[src/include/audio_rx_map.vh]
// register map, field positions, reset values and widths for the
// playback audio port receiver; assumes a 16-bit register port.
`ifndef AUDIO_RX_MAP_VH
`define AUDIO_RX_MAP_VH

`define ADDR_W 8
`define DATA_W 16
`define ADDR_PORT_CTL0 8'h18
`define ADDR_PORT_CTL1 8'h19
`define ADDR_BCLK_RATE 8'h1a
`define ADDR_FRAME_CTL 8'h1b
`define ADDR_PIN_PULL 8'h7e
`define ADDR_CONV_EN 8'h30
`define ADDR_LAST_SAMPLE 8'h31

`define BIT_EXPAND_EN 1
`define BIT_LAW_SEL 0
`define BIT_BCLK_DIR 6
`define BIT_VARIANT 4
`define BIT_FRAME_DIR 11
`define FRAME_RATE_MSB 10
`define BCLK_DIV_MSB 4
`define PULL_MSB 7

`define RST_BCLK_DIV 5'h04
`define RST_FRAME_RATE 11'h040

`define SAMPLE_W 16
`define PHASE_W 7
`define BITS_PER_WORD 3'h7
`define MU_BIAS 16'h0084
`define A_INV_MASK 8'h55

`endif

[src/core/bclk_divider.v]
// bit-clock generator: divides the system clock by a coded ratio,
// half ratios included; assumes i_code is a register output.
`timescale 1ns/1ps
`include "audio_rx_map.vh"
module bclk_divider (
    input wire i_clk_sys,
    input wire i_rst,
    input wire i_run,
    input wire [4:0] i_code,
    output reg o_rise,
    output reg o_level
);
    // =========================================
    // ratio in half system-clock cycles
    function [`PHASE_W-1:0] half_ratio;
        input [4:0] code;
        begin
            case (code)
                5'h00: half_ratio = 7'h02;
                5'h01: half_ratio = 7'h03;
                5'h02: half_ratio = 7'h04;
                5'h03: half_ratio = 7'h06;
                5'h04: half_ratio = 7'h08;
                5'h05: half_ratio = 7'h0a;
                5'h06: half_ratio = 7'h0b;
                5'h07: half_ratio = 7'h0c;
                5'h08: half_ratio = 7'h10;
                5'h09: half_ratio = 7'h14;
                5'h0a: half_ratio = 7'h16;
                5'h0b: half_ratio = 7'h18;
                5'h0c: half_ratio = 7'h20;
                5'h0d: half_ratio = 7'h28;
                5'h0e: half_ratio = 7'h2c;
                5'h0f: half_ratio = 7'h30;
                5'h10: half_ratio = 7'h32;
                5'h11: half_ratio = 7'h3c;
                5'h12: half_ratio = 7'h40;
                5'h13: half_ratio = 7'h58;
                5'h14: half_ratio = 7'h60;
                default: half_ratio = 7'h60;
            endcase
        end
    endfunction

    // =========================================
    // phase accumulator, two half-units per edge
    reg [`PHASE_W-1:0] phase_q;
    reg [`PHASE_W-1:0] phase_d;
    reg [`PHASE_W-1:0] ratio;
    reg [`PHASE_W-1:0] sum;
    reg wrap;
    always @* begin
        ratio = half_ratio(i_code);
        sum = phase_q + 7'h02;
        wrap = (sum >= ratio);
        phase_d = wrap ? (sum - ratio) : sum;
        if (!i_run) begin
            phase_d = 7'h00;
            wrap = 1'b0;
        end
    end

    always @(posedge i_clk_sys or posedge i_rst) begin
        if (i_rst) begin
            phase_q <= 7'h00;
            o_rise <= 1'b0;
            o_level <= 1'b0;
        end else begin
            phase_q <= phase_d;
            o_rise <= wrap;
            o_level <= i_run & (phase_d < {1'b0, ratio[`PHASE_W-1:1]});
        end
    end
endmodule // bclk_divider

[src/core/sample_expander.v]
// companded byte to left-justified linear sample, combinational;
// assumes the byte still carries the link inversion.
`timescale 1ns/1ps
`include "audio_rx_map.vh"
module sample_expander (
    input wire [7:0] i_code,
    input wire i_expand_en,
    input wire i_law_a,
    output reg [`SAMPLE_W-1:0] o_sample
);
    reg [7:0] x;
    reg [2:0] expo;
    reg [3:0] mant;
    reg [`SAMPLE_W-1:0] t;
    always @* begin
        x = i_law_a ? (i_code ^ `A_INV_MASK) : ~i_code;
        expo = x[6:4];
        mant = x[3:0];
        t = 16'h0000;
        if (!i_expand_en) begin
            o_sample = {i_code, 8'h00};
        end else if (i_law_a) begin
            // segments 0 and 1 share one step, each later segment doubles it
            t = {8'h00, mant, 4'h0};
            if (expo == 3'h0) begin
                t = t + 16'h0008;
            end else begin
                t = (t + 16'h0108) << (expo - 3'h1);
            end
            o_sample = x[7] ? t : (16'h0000 - t);
        end else begin
            t = (({9'h000, mant, 3'h0} + `MU_BIAS) << expo) - `MU_BIAS;
            o_sample = x[7] ? (16'h0000 - t) : t;
        end
    end
endmodule // sample_expander

[src/core/audio_rx_port.v]
// playback audio port: clock direction and generation, 8-bit word
// capture and expansion, pin pulls; pins are synchronous to i_clk_sys.
//
// The strobed register port was left to the implementer.
`timescale 1ns/1ps
`include "audio_rx_map.vh"
module audio_rx_port (
    input wire i_clk_sys,
    input wire i_rst,
    input wire [`ADDR_W-1:0] i_addr,
    input wire [`DATA_W-1:0] i_wdata,
    input wire i_wr,
    input wire i_rd,
    output reg [`DATA_W-1:0] o_rdata,
    input wire i_bclk_pin,
    output reg o_bclk_pin,
    output reg o_bclk_oe,
    input wire i_frame_clock_pin,
    output reg o_frame_clock_pin,
    output reg o_frame_clock_oe,
    input wire i_playback_serial_data,
    output reg o_master_clock_pin_pullup,
    output reg o_master_clock_pin_pulldown,
    output reg o_playback_data_pin_pullup,
    output reg o_playback_data_pin_pulldown,
    output reg o_frame_clock_pin_pullup,
    output reg o_frame_clock_pin_pulldown,
    output reg o_bit_clock_pin_pullup,
    output reg o_bit_clock_pin_pulldown,
    output reg [`SAMPLE_W-1:0] o_sample,
    output reg o_sample_valid,
    output reg o_sample_right
);
    // =========================================
    // control registers
    reg expand_en_q;
    reg expand_law_select_q;
    reg bclk_dir_q;
    reg frame_polarity_variant_select_q;
    reg [4:0] bclk_div_q;
    reg frame_dir_q;
    reg [10:0] frame_rate_q;
    reg [7:0] pull_q;
    reg [1:0] conv_en_q;
    reg [`SAMPLE_W-1:0] last_sample_q;

    wire wr_ctl0 = i_wr & (i_addr == `ADDR_PORT_CTL0);
    wire wr_ctl1 = i_wr & (i_addr == `ADDR_PORT_CTL1);
    wire wr_rate = i_wr & (i_addr == `ADDR_BCLK_RATE);
    wire wr_fctl = i_wr & (i_addr == `ADDR_FRAME_CTL);
    wire wr_pull = i_wr & (i_addr == `ADDR_PIN_PULL);
    wire wr_conv = i_wr & (i_addr == `ADDR_CONV_EN);

    always @(posedge i_clk_sys or posedge i_rst) begin
        if (i_rst) begin
            expand_en_q <= 1'b0;
            expand_law_select_q <= 1'b0;
            bclk_dir_q <= 1'b0;
            frame_polarity_variant_select_q <= 1'b0;
            bclk_div_q <= `RST_BCLK_DIV;
            frame_dir_q <= 1'b0;
            frame_rate_q <= `RST_FRAME_RATE;
            pull_q <= 8'h00;
            conv_en_q <= 2'h0;
        end else begin
            if (wr_ctl0) begin
                expand_en_q <= i_wdata[`BIT_EXPAND_EN];
                expand_law_select_q <= i_wdata[`BIT_LAW_SEL];
            end
            if (wr_ctl1) begin
                bclk_dir_q <= i_wdata[`BIT_BCLK_DIR];
                frame_polarity_variant_select_q <= i_wdata[`BIT_VARIANT];
            end
            if (wr_rate) begin
                bclk_div_q <= i_wdata[`BCLK_DIV_MSB:0];
            end
            if (wr_fctl) begin
                frame_dir_q <= i_wdata[`BIT_FRAME_DIR];
                frame_rate_q <= i_wdata[`FRAME_RATE_MSB:0];
            end
            if (wr_pull) begin
                pull_q <= i_wdata[`PULL_MSB:0];
            end
            if (wr_conv) begin
                conv_en_q <= i_wdata[1:0];
            end
        end
    end

    // =========================================
    // register read, data in the following cycle
    reg [`DATA_W-1:0] rd_mux;
    always @* begin
        rd_mux = 16'h0000;
        case (i_addr)
            `ADDR_PORT_CTL0: begin
                rd_mux[`BIT_EXPAND_EN] = expand_en_q;
                rd_mux[`BIT_LAW_SEL] = expand_law_select_q;
            end
            `ADDR_PORT_CTL1: begin
                rd_mux[`BIT_BCLK_DIR] = bclk_dir_q;
                rd_mux[`BIT_VARIANT] = frame_polarity_variant_select_q;
            end
            `ADDR_BCLK_RATE: rd_mux[`BCLK_DIV_MSB:0] = bclk_div_q;
            `ADDR_FRAME_CTL: begin
                rd_mux[`BIT_FRAME_DIR] = frame_dir_q;
                rd_mux[`FRAME_RATE_MSB:0] = frame_rate_q;
            end
            `ADDR_PIN_PULL: rd_mux[`PULL_MSB:0] = pull_q;
            `ADDR_CONV_EN: rd_mux[1:0] = conv_en_q;
            `ADDR_LAST_SAMPLE: rd_mux = last_sample_q;
            default: rd_mux = 16'h0000;
        endcase
    end

    always @(posedge i_clk_sys or posedge i_rst) begin
        if (i_rst) begin
            o_rdata <= 16'h0000;
        end else begin
            o_rdata <= i_rd ? rd_mux : 16'h0000;
        end
    end

    // =========================================
    // bit clock: internal divider or pin
    wire any_conv_on = |conv_en_q;
    wire int_bclk_rise;
    wire int_bclk_level;

    bclk_divider u_bclk_div (
        .i_clk_sys(i_clk_sys),
        .i_rst(i_rst),
        .i_run(bclk_dir_q & any_conv_on),
        .i_code(bclk_div_q),
        .o_rise(int_bclk_rise),
        .o_level(int_bclk_level)
    );

    reg ext_bclk_prev_q;
    reg ext_frame_prev_q;
    always @(posedge i_clk_sys or posedge i_rst) begin
        if (i_rst) begin
            ext_bclk_prev_q <= 1'b0;
        end else begin
            ext_bclk_prev_q <= i_bclk_pin;
        end
    end

    // direction bits alone choose each clock's source
    wire bclk_rise = bclk_dir_q ? int_bclk_rise : (i_bclk_pin & ~ext_bclk_prev_q);

    // =========================================
    // frame clock divided from whichever bit clock
    reg [10:0] frame_cnt_q;
    reg int_frame_q;
    always @(posedge i_clk_sys or posedge i_rst) begin
        if (i_rst) begin
            frame_cnt_q <= 11'h000;
            int_frame_q <= 1'b0;
        end else if (!(frame_dir_q & any_conv_on)) begin
            frame_cnt_q <= 11'h000;
            int_frame_q <= 1'b0;
        end else if (bclk_rise) begin
            // one-bit-clock frame pulse every frame_rate bit clocks
            if (frame_cnt_q >= frame_rate_q - 11'h001) begin
                frame_cnt_q <= 11'h000;
                int_frame_q <= 1'b1;
            end else begin
                frame_cnt_q <= frame_cnt_q + 11'h001;
                int_frame_q <= 1'b0;
            end
        end
    end

    wire frame_now = frame_dir_q ? int_frame_q : i_frame_clock_pin;

    // =========================================
    // pin drivers and pulls
    always @(posedge i_clk_sys or posedge i_rst) begin
        if (i_rst) begin
            o_bclk_pin <= 1'b0;
            o_bclk_oe <= 1'b0;
            o_frame_clock_pin <= 1'b0;
            o_frame_clock_oe <= 1'b0;
            {o_master_clock_pin_pullup, o_master_clock_pin_pulldown} <= 2'h0;
            {o_playback_data_pin_pullup, o_playback_data_pin_pulldown} <= 2'h0;
            {o_frame_clock_pin_pullup, o_frame_clock_pin_pulldown} <= 2'h0;
            {o_bit_clock_pin_pullup, o_bit_clock_pin_pulldown} <= 2'h0;
        end else begin
            o_bclk_pin <= int_bclk_level;
            o_bclk_oe <= bclk_dir_q & any_conv_on;
            o_frame_clock_pin <= int_frame_q;
            o_frame_clock_oe <= frame_dir_q & any_conv_on;
            {o_master_clock_pin_pullup, o_master_clock_pin_pulldown} <= pull_q[7:6];
            {o_playback_data_pin_pullup, o_playback_data_pin_pulldown} <= pull_q[5:4];
            {o_frame_clock_pin_pullup, o_frame_clock_pin_pulldown} <= pull_q[3:2];
            {o_bit_clock_pin_pullup, o_bit_clock_pin_pulldown} <= pull_q[1:0];
        end
    end

    // =========================================
    // 8-bit word capture after each frame rise
    localparam ST_IDLE = 2'h0;
    localparam ST_SKIP = 2'h1;
    localparam ST_LEFT = 2'h2;
    localparam ST_RIGHT = 2'h3;

    wire byte_mode = expand_en_q | expand_law_select_q;
    wire frame_rise = frame_now & ~ext_frame_prev_q;

    reg [1:0] st_q;
    reg [2:0] bit_q;
    reg [6:0] shift_q;
    reg word_done_q;
    reg word_right_q;
    reg [7:0] word_q;

    always @(posedge i_clk_sys or posedge i_rst) begin
        if (i_rst) begin
            ext_frame_prev_q <= 1'b0;
            st_q <= ST_IDLE;
            bit_q <= 3'h0;
            shift_q <= 7'h00;
            word_done_q <= 1'b0;
            word_right_q <= 1'b0;
            word_q <= 8'h00;
        end else begin
            word_done_q <= 1'b0;
            if (!byte_mode) begin
                st_q <= ST_IDLE;
                bit_q <= 3'h0;
            end else if (bclk_rise) begin
                ext_frame_prev_q <= frame_now;
                if (frame_rise) begin
                    // a new frame restarts capture, so words may abut
                    bit_q <= 3'h0;
                    if (frame_polarity_variant_select_q) begin
                        shift_q <= {6'h00, i_playback_serial_data};
                        bit_q <= 3'h1;
                        st_q <= ST_LEFT;
                    end else begin
                        st_q <= ST_SKIP;
                    end
                end else begin
                    case (st_q)
                        ST_IDLE: st_q <= ST_IDLE;
                        ST_SKIP: begin
                            shift_q <= {6'h00, i_playback_serial_data};
                            bit_q <= 3'h1;
                            st_q <= ST_LEFT;
                        end
                        ST_LEFT, ST_RIGHT: begin
                            shift_q <= {shift_q[5:0], i_playback_serial_data};
                            bit_q <= bit_q + 3'h1;
                            if (bit_q == `BITS_PER_WORD) begin
                                word_q <= {shift_q, i_playback_serial_data};
                                word_done_q <= 1'b1;
                                word_right_q <= (st_q == ST_RIGHT);
                                st_q <= (st_q == ST_LEFT) ? ST_RIGHT : ST_IDLE;
                            end
                        end
                        default: st_q <= ST_IDLE;
                    endcase
                end
            end
        end
    end

    // =========================================
    // expansion and sample output
    wire [`SAMPLE_W-1:0] expanded;
    sample_expander u_expander (
        .i_code(word_q),
        .i_expand_en(expand_en_q),
        .i_law_a(expand_law_select_q),
        .o_sample(expanded)
    );

    always @(posedge i_clk_sys or posedge i_rst) begin
        if (i_rst) begin
            o_sample <= 16'h0000;
            o_sample_valid <= 1'b0;
            o_sample_right <= 1'b0;
            last_sample_q <= 16'h0000;
        end else begin
            o_sample_valid <= word_done_q;
            if (word_done_q) begin
                o_sample <= expanded;
                o_sample_right <= word_right_q;
                last_sample_q <= expanded;
            end
        end
    end
endmodule // audio_rx_port

[config.mk]
export PLATFORM = sky130hd
export DESIGN_NAME = audio_rx_port
export DESIGN_NICKNAME = d
export VERILOG_FILES = /design/src/core/bclk_divider.v /design/src/core/sample_expander.v /design/src/core/audio_rx_port.v
export VERILOG_INCLUDE_DIRS = /design/src /design/src/include
export SDC_FILE = /design/constraint.sdc
export NUM_CORES = 1
export LEC_CHECK = 0
export BUFFER_PORTS_ARGS = -buffer_cell sky130_fd_sc_hd__clkbuf_2
export CORE_MARGIN = 2
export CORE_UTILIZATION = 35
export CTS_BUF_LIST = sky130_fd_sc_hd__clkbuf_4
export DETAILED_ROUTE_END_ITERATION = 10
export GPL_TIMING_DRIVEN = 0
export MAX_ROUTING_LAYER = met4
export PLACE_DENSITY = 0.48
export RECOVER_POWER = 100
export SLEW_MARGIN = 20
export SYNTH_ARGS = -nofsm -noshare
export SYNTH_HDL_FRONTEND = slang
export SYNTH_SLANG_ARGS = --single-unit
[constraint.sdc]
create_clock -name i_clk_sys -period 5.8 [get_ports i_clk_sys]
set_clock_uncertainty 0.05 [all_clocks]
set_input_delay 0.87 -clock i_clk_sys [delete_from_list [all_inputs] [get_ports i_clk_sys]]
set_output_delay 0.87 -clock i_clk_sys [all_outputs]
set_load 0.1 [all_outputs]
==> key figures, run 1 <==
Setup path
  – CP Launch Type: register
  – Worst EP arrival: between 5000 and 6000 ps
  – Crit-path leading delay family: compound AO/OA/AOI/OAI gates
  – CP bufs+invs: 5
  – Reg2Reg Depth: 17
  – Req. time, crit path: around 6200 ps
  – Most frequent CP cell: ha_1
  – Crit-path cells: xnor2_4, inv_4, ha_1, ha_1, clkbuf_1, clkinv_1, ha_1, clkbuf_1, inv_1, nor2_1, o32ai_2, a21oi_1, a2111oi_4, a41oi_1, xnor2_1, nand2_1, a221oi_2
  – R2R Setup Slk: roughly 630 ps
  – Critical Path Slowest Stage Cell: o32ai_2
  – Critical path peak fanout: 9
  – Max incr delay on CP: 520 ps
  – Worst Setup Path Type: register to register
  – Reg-to-reg startpoint: expand_law_select_q
  – Critical R2R Capture: last_sample_q[12]
  – CP endpoint kind: register
  – Crit path launch: expand_law_select_q

Synth
  – Synth top area share: between 30% and 40%
  – Top-count cell post-synth: dfrtp_1
  – Async S/R FF share, synth: between 90% and 100%
  – Commonest cells post-synth: dfrtp_1, nand2_1, nor2_1, o21ai_0, ha_1
  – EDFF count, synth: 0
  – Synth Cell Area: approximately 8500 um^2
  – Largest cells by area after synthesis: dfrtp_1, ha_1, mux2_2, nand2_1, o21ai_0
  – Post-synthesis sequential area ratio: about a third
  – Mapped Cells: 908
  – Cell taking the most area after synthesis: dfrtp_1
  – Mean Syn Cell Area: ~9.4 um^2
  – Ys flop type: dfrtp_1
  – Yosys reg bits: 120
  – Syn. warnings: 0
  – Cell variety after synth: 98

Layout
  – Fin nets: roughly 1100
  – Layout cells sized above 1: between 10% and 20%
  – P&R area growth vs syn: 12.0%
  – Final Util: between 30% and 40%
  – Filler cells: 2538

Hold path
  – Worst min-delay path startpoint: u_bclk_div.o_level
  – Min-Delay Path Class: register to register
  – End of the worst hold path: o_bclk_pin
  – Hold depth: 0

Routing
  – WL/cell: ~18 um
  – DRC viols: 0
  – Starting DRT DRC Count: 567
  – Drt total wl: between 20 and 25 mm
  – Pre-antenna DRT Iters: 7
  – Via-to-Cell Ratio: between 5 and 6
  – Post-route ant nets: 0
  – Via count: just over 7000

Global route
  – Total Routing Usage GR: around 20%
  – Largest net degree at the start of global routing: slightly above 80
  – Grt ovf: 0
  – Vias in the first global route: 6903
  – First-pass GRT wire length: around 39 mm
  – Initial antenna violation count: 1

Flow run
  – Max-Cap Viols: 2

Power
  – Total Power: roughly 1.9 mW
  – Worst vdd ir: 129 uV
  – PD cells: about 200 nW/um^2
  – Pleak: ~4.3 nW

Clock network
  – # resized after CTS: 0
  – CTS tree: yes
  – Cts bufs inserted: 17
  – Setup bufs post-CTS: 0
  – CTS Root Buffer Type: clkbuf_4
  – Worst-case clock buffer depth: 2
  – CTS Hold Bufs: 0
  – Clk_lat worst skew: 530 ps
  – H-tree level count: 4
  – Clock transition at path regs: 140 ps
  – # clock sinks: 120

Timing
  – Setup-failing EPs final: 0
  – Fin Hold WS: 320 ps
  – Worst slew pin tran: around 2000 ps
  – Final period utilization: between 80% and 90%
  – Peak Freq: just under 200 MHz
  – Rel. slew slack: -31.3%
  – Final setup TNS: 0 ps
  – Max-slew violation count: about 120
  – Hold Vio Cnt, Final: 0
  – RSZ-0062 raised after global routing: false
  – Worst setup margin: roughly 630 ps
  – Final worst path period need: about 5200 ps

Floorplan
  – Die outline height: 160 um
  – Num rows: 57
  – Die Area: ~26000 um^2
  – Core area: 24100 um^2
  – I/O Pins: between 70 and 80
  – Initial core utilization: between 30% and 40%
  – DIE WIDTH: 160 um

Placement
  – Placed wire-length estimate: 18.6 mm
  – DP Worst Slack: approximately 750 ps
  – GPL Wtd Cong: a little under 0.9
  – Port bufs: 70

Status
  – Failing checks: capacitance limit, slew limit
  – Status: complete, but fails checks
sequential cells by signal (all words and copies together) (netlist names), 2 cells and up:
register            count
o_rdata                16
last_sample_q          14
frame_cnt_q            11
frame_rate_q           11
pull_q                  8
word_q                  8
shift_q                 7
u_bclk_div.phase_q      7
bclk_div_q              5
bit_q                   3
conv_en_q               2
st_q                    2
where the power goes:
| group | internal (mW) | switching, mW | leakage [nW] | total (mW) |
|---|---|---|---|---|
| combinational | 0.121 | 0.207 | 2.48 | 0.328 |
| clock | 0.352 | 0.380 | 0.180 | 0.732 |
| sequential | 0.852 | 0.0176 | 1.63 | 0.870 |
placed cells by master, fill, tap and decap left out, types with 12 or more instances in the layout:
cell type	netlist	final
inv_1	31	30
nor2b_1	22	22
and3_1	15	15
mux2i_1	20	20
nor2_1	69	69
nand3_1	27	27
xor2_1	12	12
nand2b_1	14	14
clkbuf_1	26	75
nand2_1	81	81
a21oi_1	47	48
clkbuf_4	0	17
mux2_2	42	41
dfrtp_1	118	118
ha_1	49	49
nor3_1	15	15
clkbuf_2	0	26
xnor2_1	29	29
nand4_1	12	12
o21ai_0	56	58
through the flow:
stage	area, um^2	std cells
6_report	9530	1338
5_1_grt	9530	1338
4_1_cts	9640	1336
3_5_place_dp	9300	1304
3_3_place_gp	9270	1303
2_1_floorplan	8520	909
routing by layer:
layer / up-vias / GRT usage, % / wire (um)
met3: 26 / 3.32 / 1160
met2: 194 / 31.0 / 11400
met5: - / - / 0
met4: 0 / 4.71 / 389
met1: 3466 / 27.5 / 11600
li1: 3507 / - / -
area by class of cell:
type | instances | area, um^2 | share of cell area, %
clock inverter | 15 | 211 | 2.22
inverter | 35 | 135 | 1.42
clock buffer | 17 | 128 | 1.34
antenna | 2 | 5.00 | 0.0525
buffer | 50 | 315 | 3.31
sequential | 120 | 3010 | 31.5
multi-input combinational | 704 | 5030 | 52.7
tap | 324 | 405 | 4.25
timing repair buffer | 71 | 299 | 3.14
worst max-delay path by stage:
stage,to,depth (start not counted)
finish,last_sample_q[12],17
global route,last_sample_q[12],17
CTS,last_sample_q[11],16
detailed placement,last_sample_q[11],16
global placement,last_sample_q[14],2
floorplan,bclk_dir_q,1
worst reg2reg max path, stage by stage (launching register included):
cell and delay (ps):
dfrtp_1 510, xnor2_4 270, inv_4 170, ha_1 320
ha_1 230, clkbuf_1 300, clkinv_1 340, ha_1 290
clkbuf_1 210, inv_1 310, nor2_1 100, o32ai_2 520
a21oi_1 240, a2111oi_4 510, a41oi_1 220, xnor2_1 200
nand2_1 90, a221oi_2 270
cells by family after synthesis:
kind of cell / share of synthesized area, %
simple gates: 17.9
compound gates: 20.2
flops: 35.3
buf+inv: 5.54
mux: 9.04
fa+ha+maj: 7.44
xor+xnor: 4.54
other cells: 0.0441
(Power assumes the default switching activity.)
==> run 2: changes to the inputs <==
--- a/config.mk
+++ b/config.mk
@@ -7,13 +7,14 @@
 export NUM_CORES = 1
 export LEC_CHECK = 0
 export BUFFER_PORTS_ARGS = -buffer_cell sky130_fd_sc_hd__clkbuf_2
+export CORE_ASPECT_RATIO = 0.9
 export CORE_MARGIN = 2
 export CORE_UTILIZATION = 35
 export CTS_BUF_LIST = sky130_fd_sc_hd__clkbuf_4
 export DETAILED_ROUTE_END_ITERATION = 10
 export GPL_TIMING_DRIVEN = 0
 export MAX_ROUTING_LAYER = met4
-export PLACE_DENSITY = 0.48
+export PLACE_DENSITY_LB_ADDON = 0.1
 export RECOVER_POWER = 100
 export SLEW_MARGIN = 20
 export SYNTH_ARGS = -nofsm -noshare
==> constraint.sdc (replaced) <==
create_clock -name i_clk_sys -period 5.3 [get_ports i_clk_sys]
set_clock_uncertainty 0.05 [all_clocks]
set_input_delay 0.795 -clock i_clk_sys [delete_from_list [all_inputs] [get_ports i_clk_sys]]
set_output_delay 0.795 -clock i_clk_sys [all_outputs]
set_load 0.1 [all_outputs]
==> run 2 against run 1 <==
The flow still finishes with violations (capacitance limit, slew limit). Flip-flop and latch count unchanged. Sequential power up 9.3%. Sequential share of layout area up 0.26 points. Core utilization down 0.24 points. Critical path type unchanged. Largest power group unchanged. Highest routed layer unchanged.
==> key figures, run 2 (synthesis results as in run 1) <==
Hold path
  – End of the worst hold path: ext_bclk_prev_q
  – Min-Delay Path Class: input port to register
  – Hold depth: 1 (+1)
  – Worst min-delay path startpoint: i_bclk_pin

Setup path
  – CP endpoint kind: register
  – Crit-path leading delay family: compound AO/OA/AOI/OAI gates
  – Worst EP arrival: 5280 ps (-280 ps)
  – Critical path peak fanout: 9 (unchanged)
  – CP bufs+invs: 5 (unchanged)
  – Critical R2R Capture: last_sample_q[12]
  – Levels on crit path: 17 (unchanged)
  – CP Launch Type: register
  – Req. time, crit path: 5690 ps (-500 ps)
  – Worst Setup Path Type: register to register
  – Crit-path cells: xnor2_4, inv_4, ha_1, ha_1, clkbuf_2, clkinvlp_4, ha_1, clkbuf_1, inv_1, a221oi_4, o2111ai_2, and3_1, a2111oi_4, a41oi_2, xnor2_1, nand2_1, a221oi_2
  – Max incr delay on CP: 490 ps (-30 ps)
  – Most frequent CP cell: ha_1
  – R2R Setup Slk: 410 ps (-210 ps)
  – Critical Path Slowest Stage Cell: dfrtp_1
  – Reg-to-reg startpoint: expand_law_select_q
  – Reg2Reg Depth: 17 (unchanged)

Clock network
  – CTS Root Buffer Type: clkbuf_4
  – CTS tree: yes
  – Setup bufs post-CTS: 0 (unchanged)
  – Clk_lat worst skew: 550 ps (+20 ps)
  – H-tree level count: 4 (unchanged)
  – Clock transition at path regs: 140 ps (about the same)
  – Cts bufs inserted: 17 (unchanged)
  – # clock sinks: 120 (unchanged)
  – Worst-case clock buffer depth: 2 (unchanged)
  – CTS Hold Bufs: 0 (unchanged)

Power
  – Total Power: 1.95 mW (+0.99%)
  – Comb power frac: 18.7% (+1.7 points)
  – Switching fraction of total power: 34.8% (+3.5 points)
  – Switching power: 0.679 mW (+12%)
  – Worst vdd ir: 127 uV (-1.2%)
  – PD cells: 206 nW/um^2 (+1.8%)
  – Clock share of power: 32.5% (-5.4 points)
  – Flop pwr share: 48.8% (+3.7 points)
  – Internal power: 1.27 mW (-4.2%)
  – Pleak: 4.26 nW (-0.80%)

Layout
  – Design area: 9450 um^2 (-0.81%)
  – Layout cells sized above 1: 15.8% (+0.40 points)
  – Commonest non-fill, non-tap cell in the layout: dfrtp_1
  – P&R area growth vs syn: 11.1%
  – Max reg flops: 16 (unchanged)
  – Final Util: 39.3% (-0.24 points)
  – Fin cells: 1321 (-1.3%)
  – Biggest register: o_rdata
  – Fin nets: 1080 (unchanged)
  – Most frequent cells in the layout: dfrtp_1, nand2_1, clkbuf_1
  – Biggest regs: o_rdata x16, last_sample_q x14

Floorplan
  – DIE WIDTH: 168 um (+5.3%)
  – I/O Pins: 77 (unchanged)
  – Num rows: 54 (-5.3%)
  – Initial core utilization: 35.4% (+0.077 points)
  – Core area: 24100 um^2 (-0.22%)
  – Die outline height: 152 um (-5.0%)
  – Die Area: 25600 um^2 (about the same)

Global route
  – Vias in the first global route: 6940 (+0.54%)
  – Largest net degree at the start of global routing: 91 (+12%)
  – Initial antenna violation count: 1 (unchanged)
  – First-pass GRT wire length: 39.7 mm (+0.95%)
  – Grt ovf: 0 (unchanged)
  – Total Routing Usage GR: 20.2% (+0.19 points)

Routing
  – Post-route ant nets: 0 (unchanged)
  – Via-to-Cell Ratio: 5.49 (+2.1%)
  – Via count: 7252 (+0.82%)
  – Pre-antenna DRT Iters: 7 (unchanged)
  – Drt total wl: 24.7 mm (+0.64%)
  – DRC viols: 0 (unchanged)
  – Starting DRT DRC Count: 721 (+27%)
  – WL/cell: 18.7 um (+1.9%)

Status
  – Status: complete, but fails checks
  – Failing checks: capacitance limit, slew limit

Timing
  – Peak Freq: 205 MHz (+5.8%)
  – Final period utilization: 92.2% (+3.0 points)
  – Worst setup margin: 414 ps (-215 ps)
  – Final worst path period need: 4890 ps (-285 ps)
  – Setup-failing EPs final: 0 (unchanged)
  – Rel. slew slack: -53.3% (-22 points)
  – Max-slew violation count: 91 (-26%)
  – RSZ-0062 raised after global routing: false
  – Hold Vio Cnt, Final: 0 (unchanged)
  – Worst slew pin tran: 2300 ps (+330 ps)

Placement
  – Placed wire-length estimate: 18.8 mm (+1.1%)
  – Placement Cell Area: 9290 um^2 (-0.13%)
  – Port bufs: 70 (unchanged)
  – Post-placement cell count: 1288 (-1.2%)
  – DP Worst Slack: 173 ps (-580 ps)
  – GPL Wtd Cong: 0.879 (+0.18%)

Flow run
  – Max-Cap Viols: 2 (unchanged)
[run 2: worst max path at each step]
stage                              startpoint            endpoint  slack, ps
after CTS                 expand_law_select_q   last_sample_q[12]        130
after global routing      expand_law_select_q   last_sample_q[12]         20
after floorplan           expand_law_select_q   last_sample_q[12]       1250
after detailed placement  expand_law_select_q   last_sample_q[12]        170
final                     expand_law_select_q   last_sample_q[12]        410
after global placement                  i_rst  u_bclk_div.o_level       -340
[run 2: cell type report]
class	instances	area, um^2
inverter	35	139
buffer	50	317
fill	2508	14600
timing repair buffer	71	299
antenna	1	2.50
clock buffer	17	128
multi-input combinational	704	5040
sequential	120	3010
clock inverter	15	134
tap	308	385
[run 2: metal layers]
layer | GRT usage [%] | part of all wire (%) | vias up
met5 | - | 0 | -
met4 | 4.02 | 0.90 | 0
met3 | 3.88 | 4.9 | 16
met2 | 28.1 | 43 | 180
met1 | 30.3 | 51 | 3537
li1 | - | - | 3519
[run 2: per-stage QoR]
stage	hold WS [ps]	TNS (ps)
after floorplan	281	0
after global placement	285	-38530
after detailed placement	289	0
after CTS	73.8	0
after global routing	222	0
final	294	0
[run 2: power by group through the flow]
stage	clock [mW]	combinational, mW	sequential (mW)
after floorplan	0	0.255	0.985
after global placement	0	0.364	0.969
after detailed placement	0	0.368	0.969
after CTS	0.662	0.371	0.951
after global routing	0.703	0.406	0.954
final	0.634	0.364	0.951
[run 2: repair_timing]
action | in CTS | in global routing
endpoints found under the hold margin | 0 | 0
resized for setup | 0 | 4
setup endpoints to repair | 0 | 6
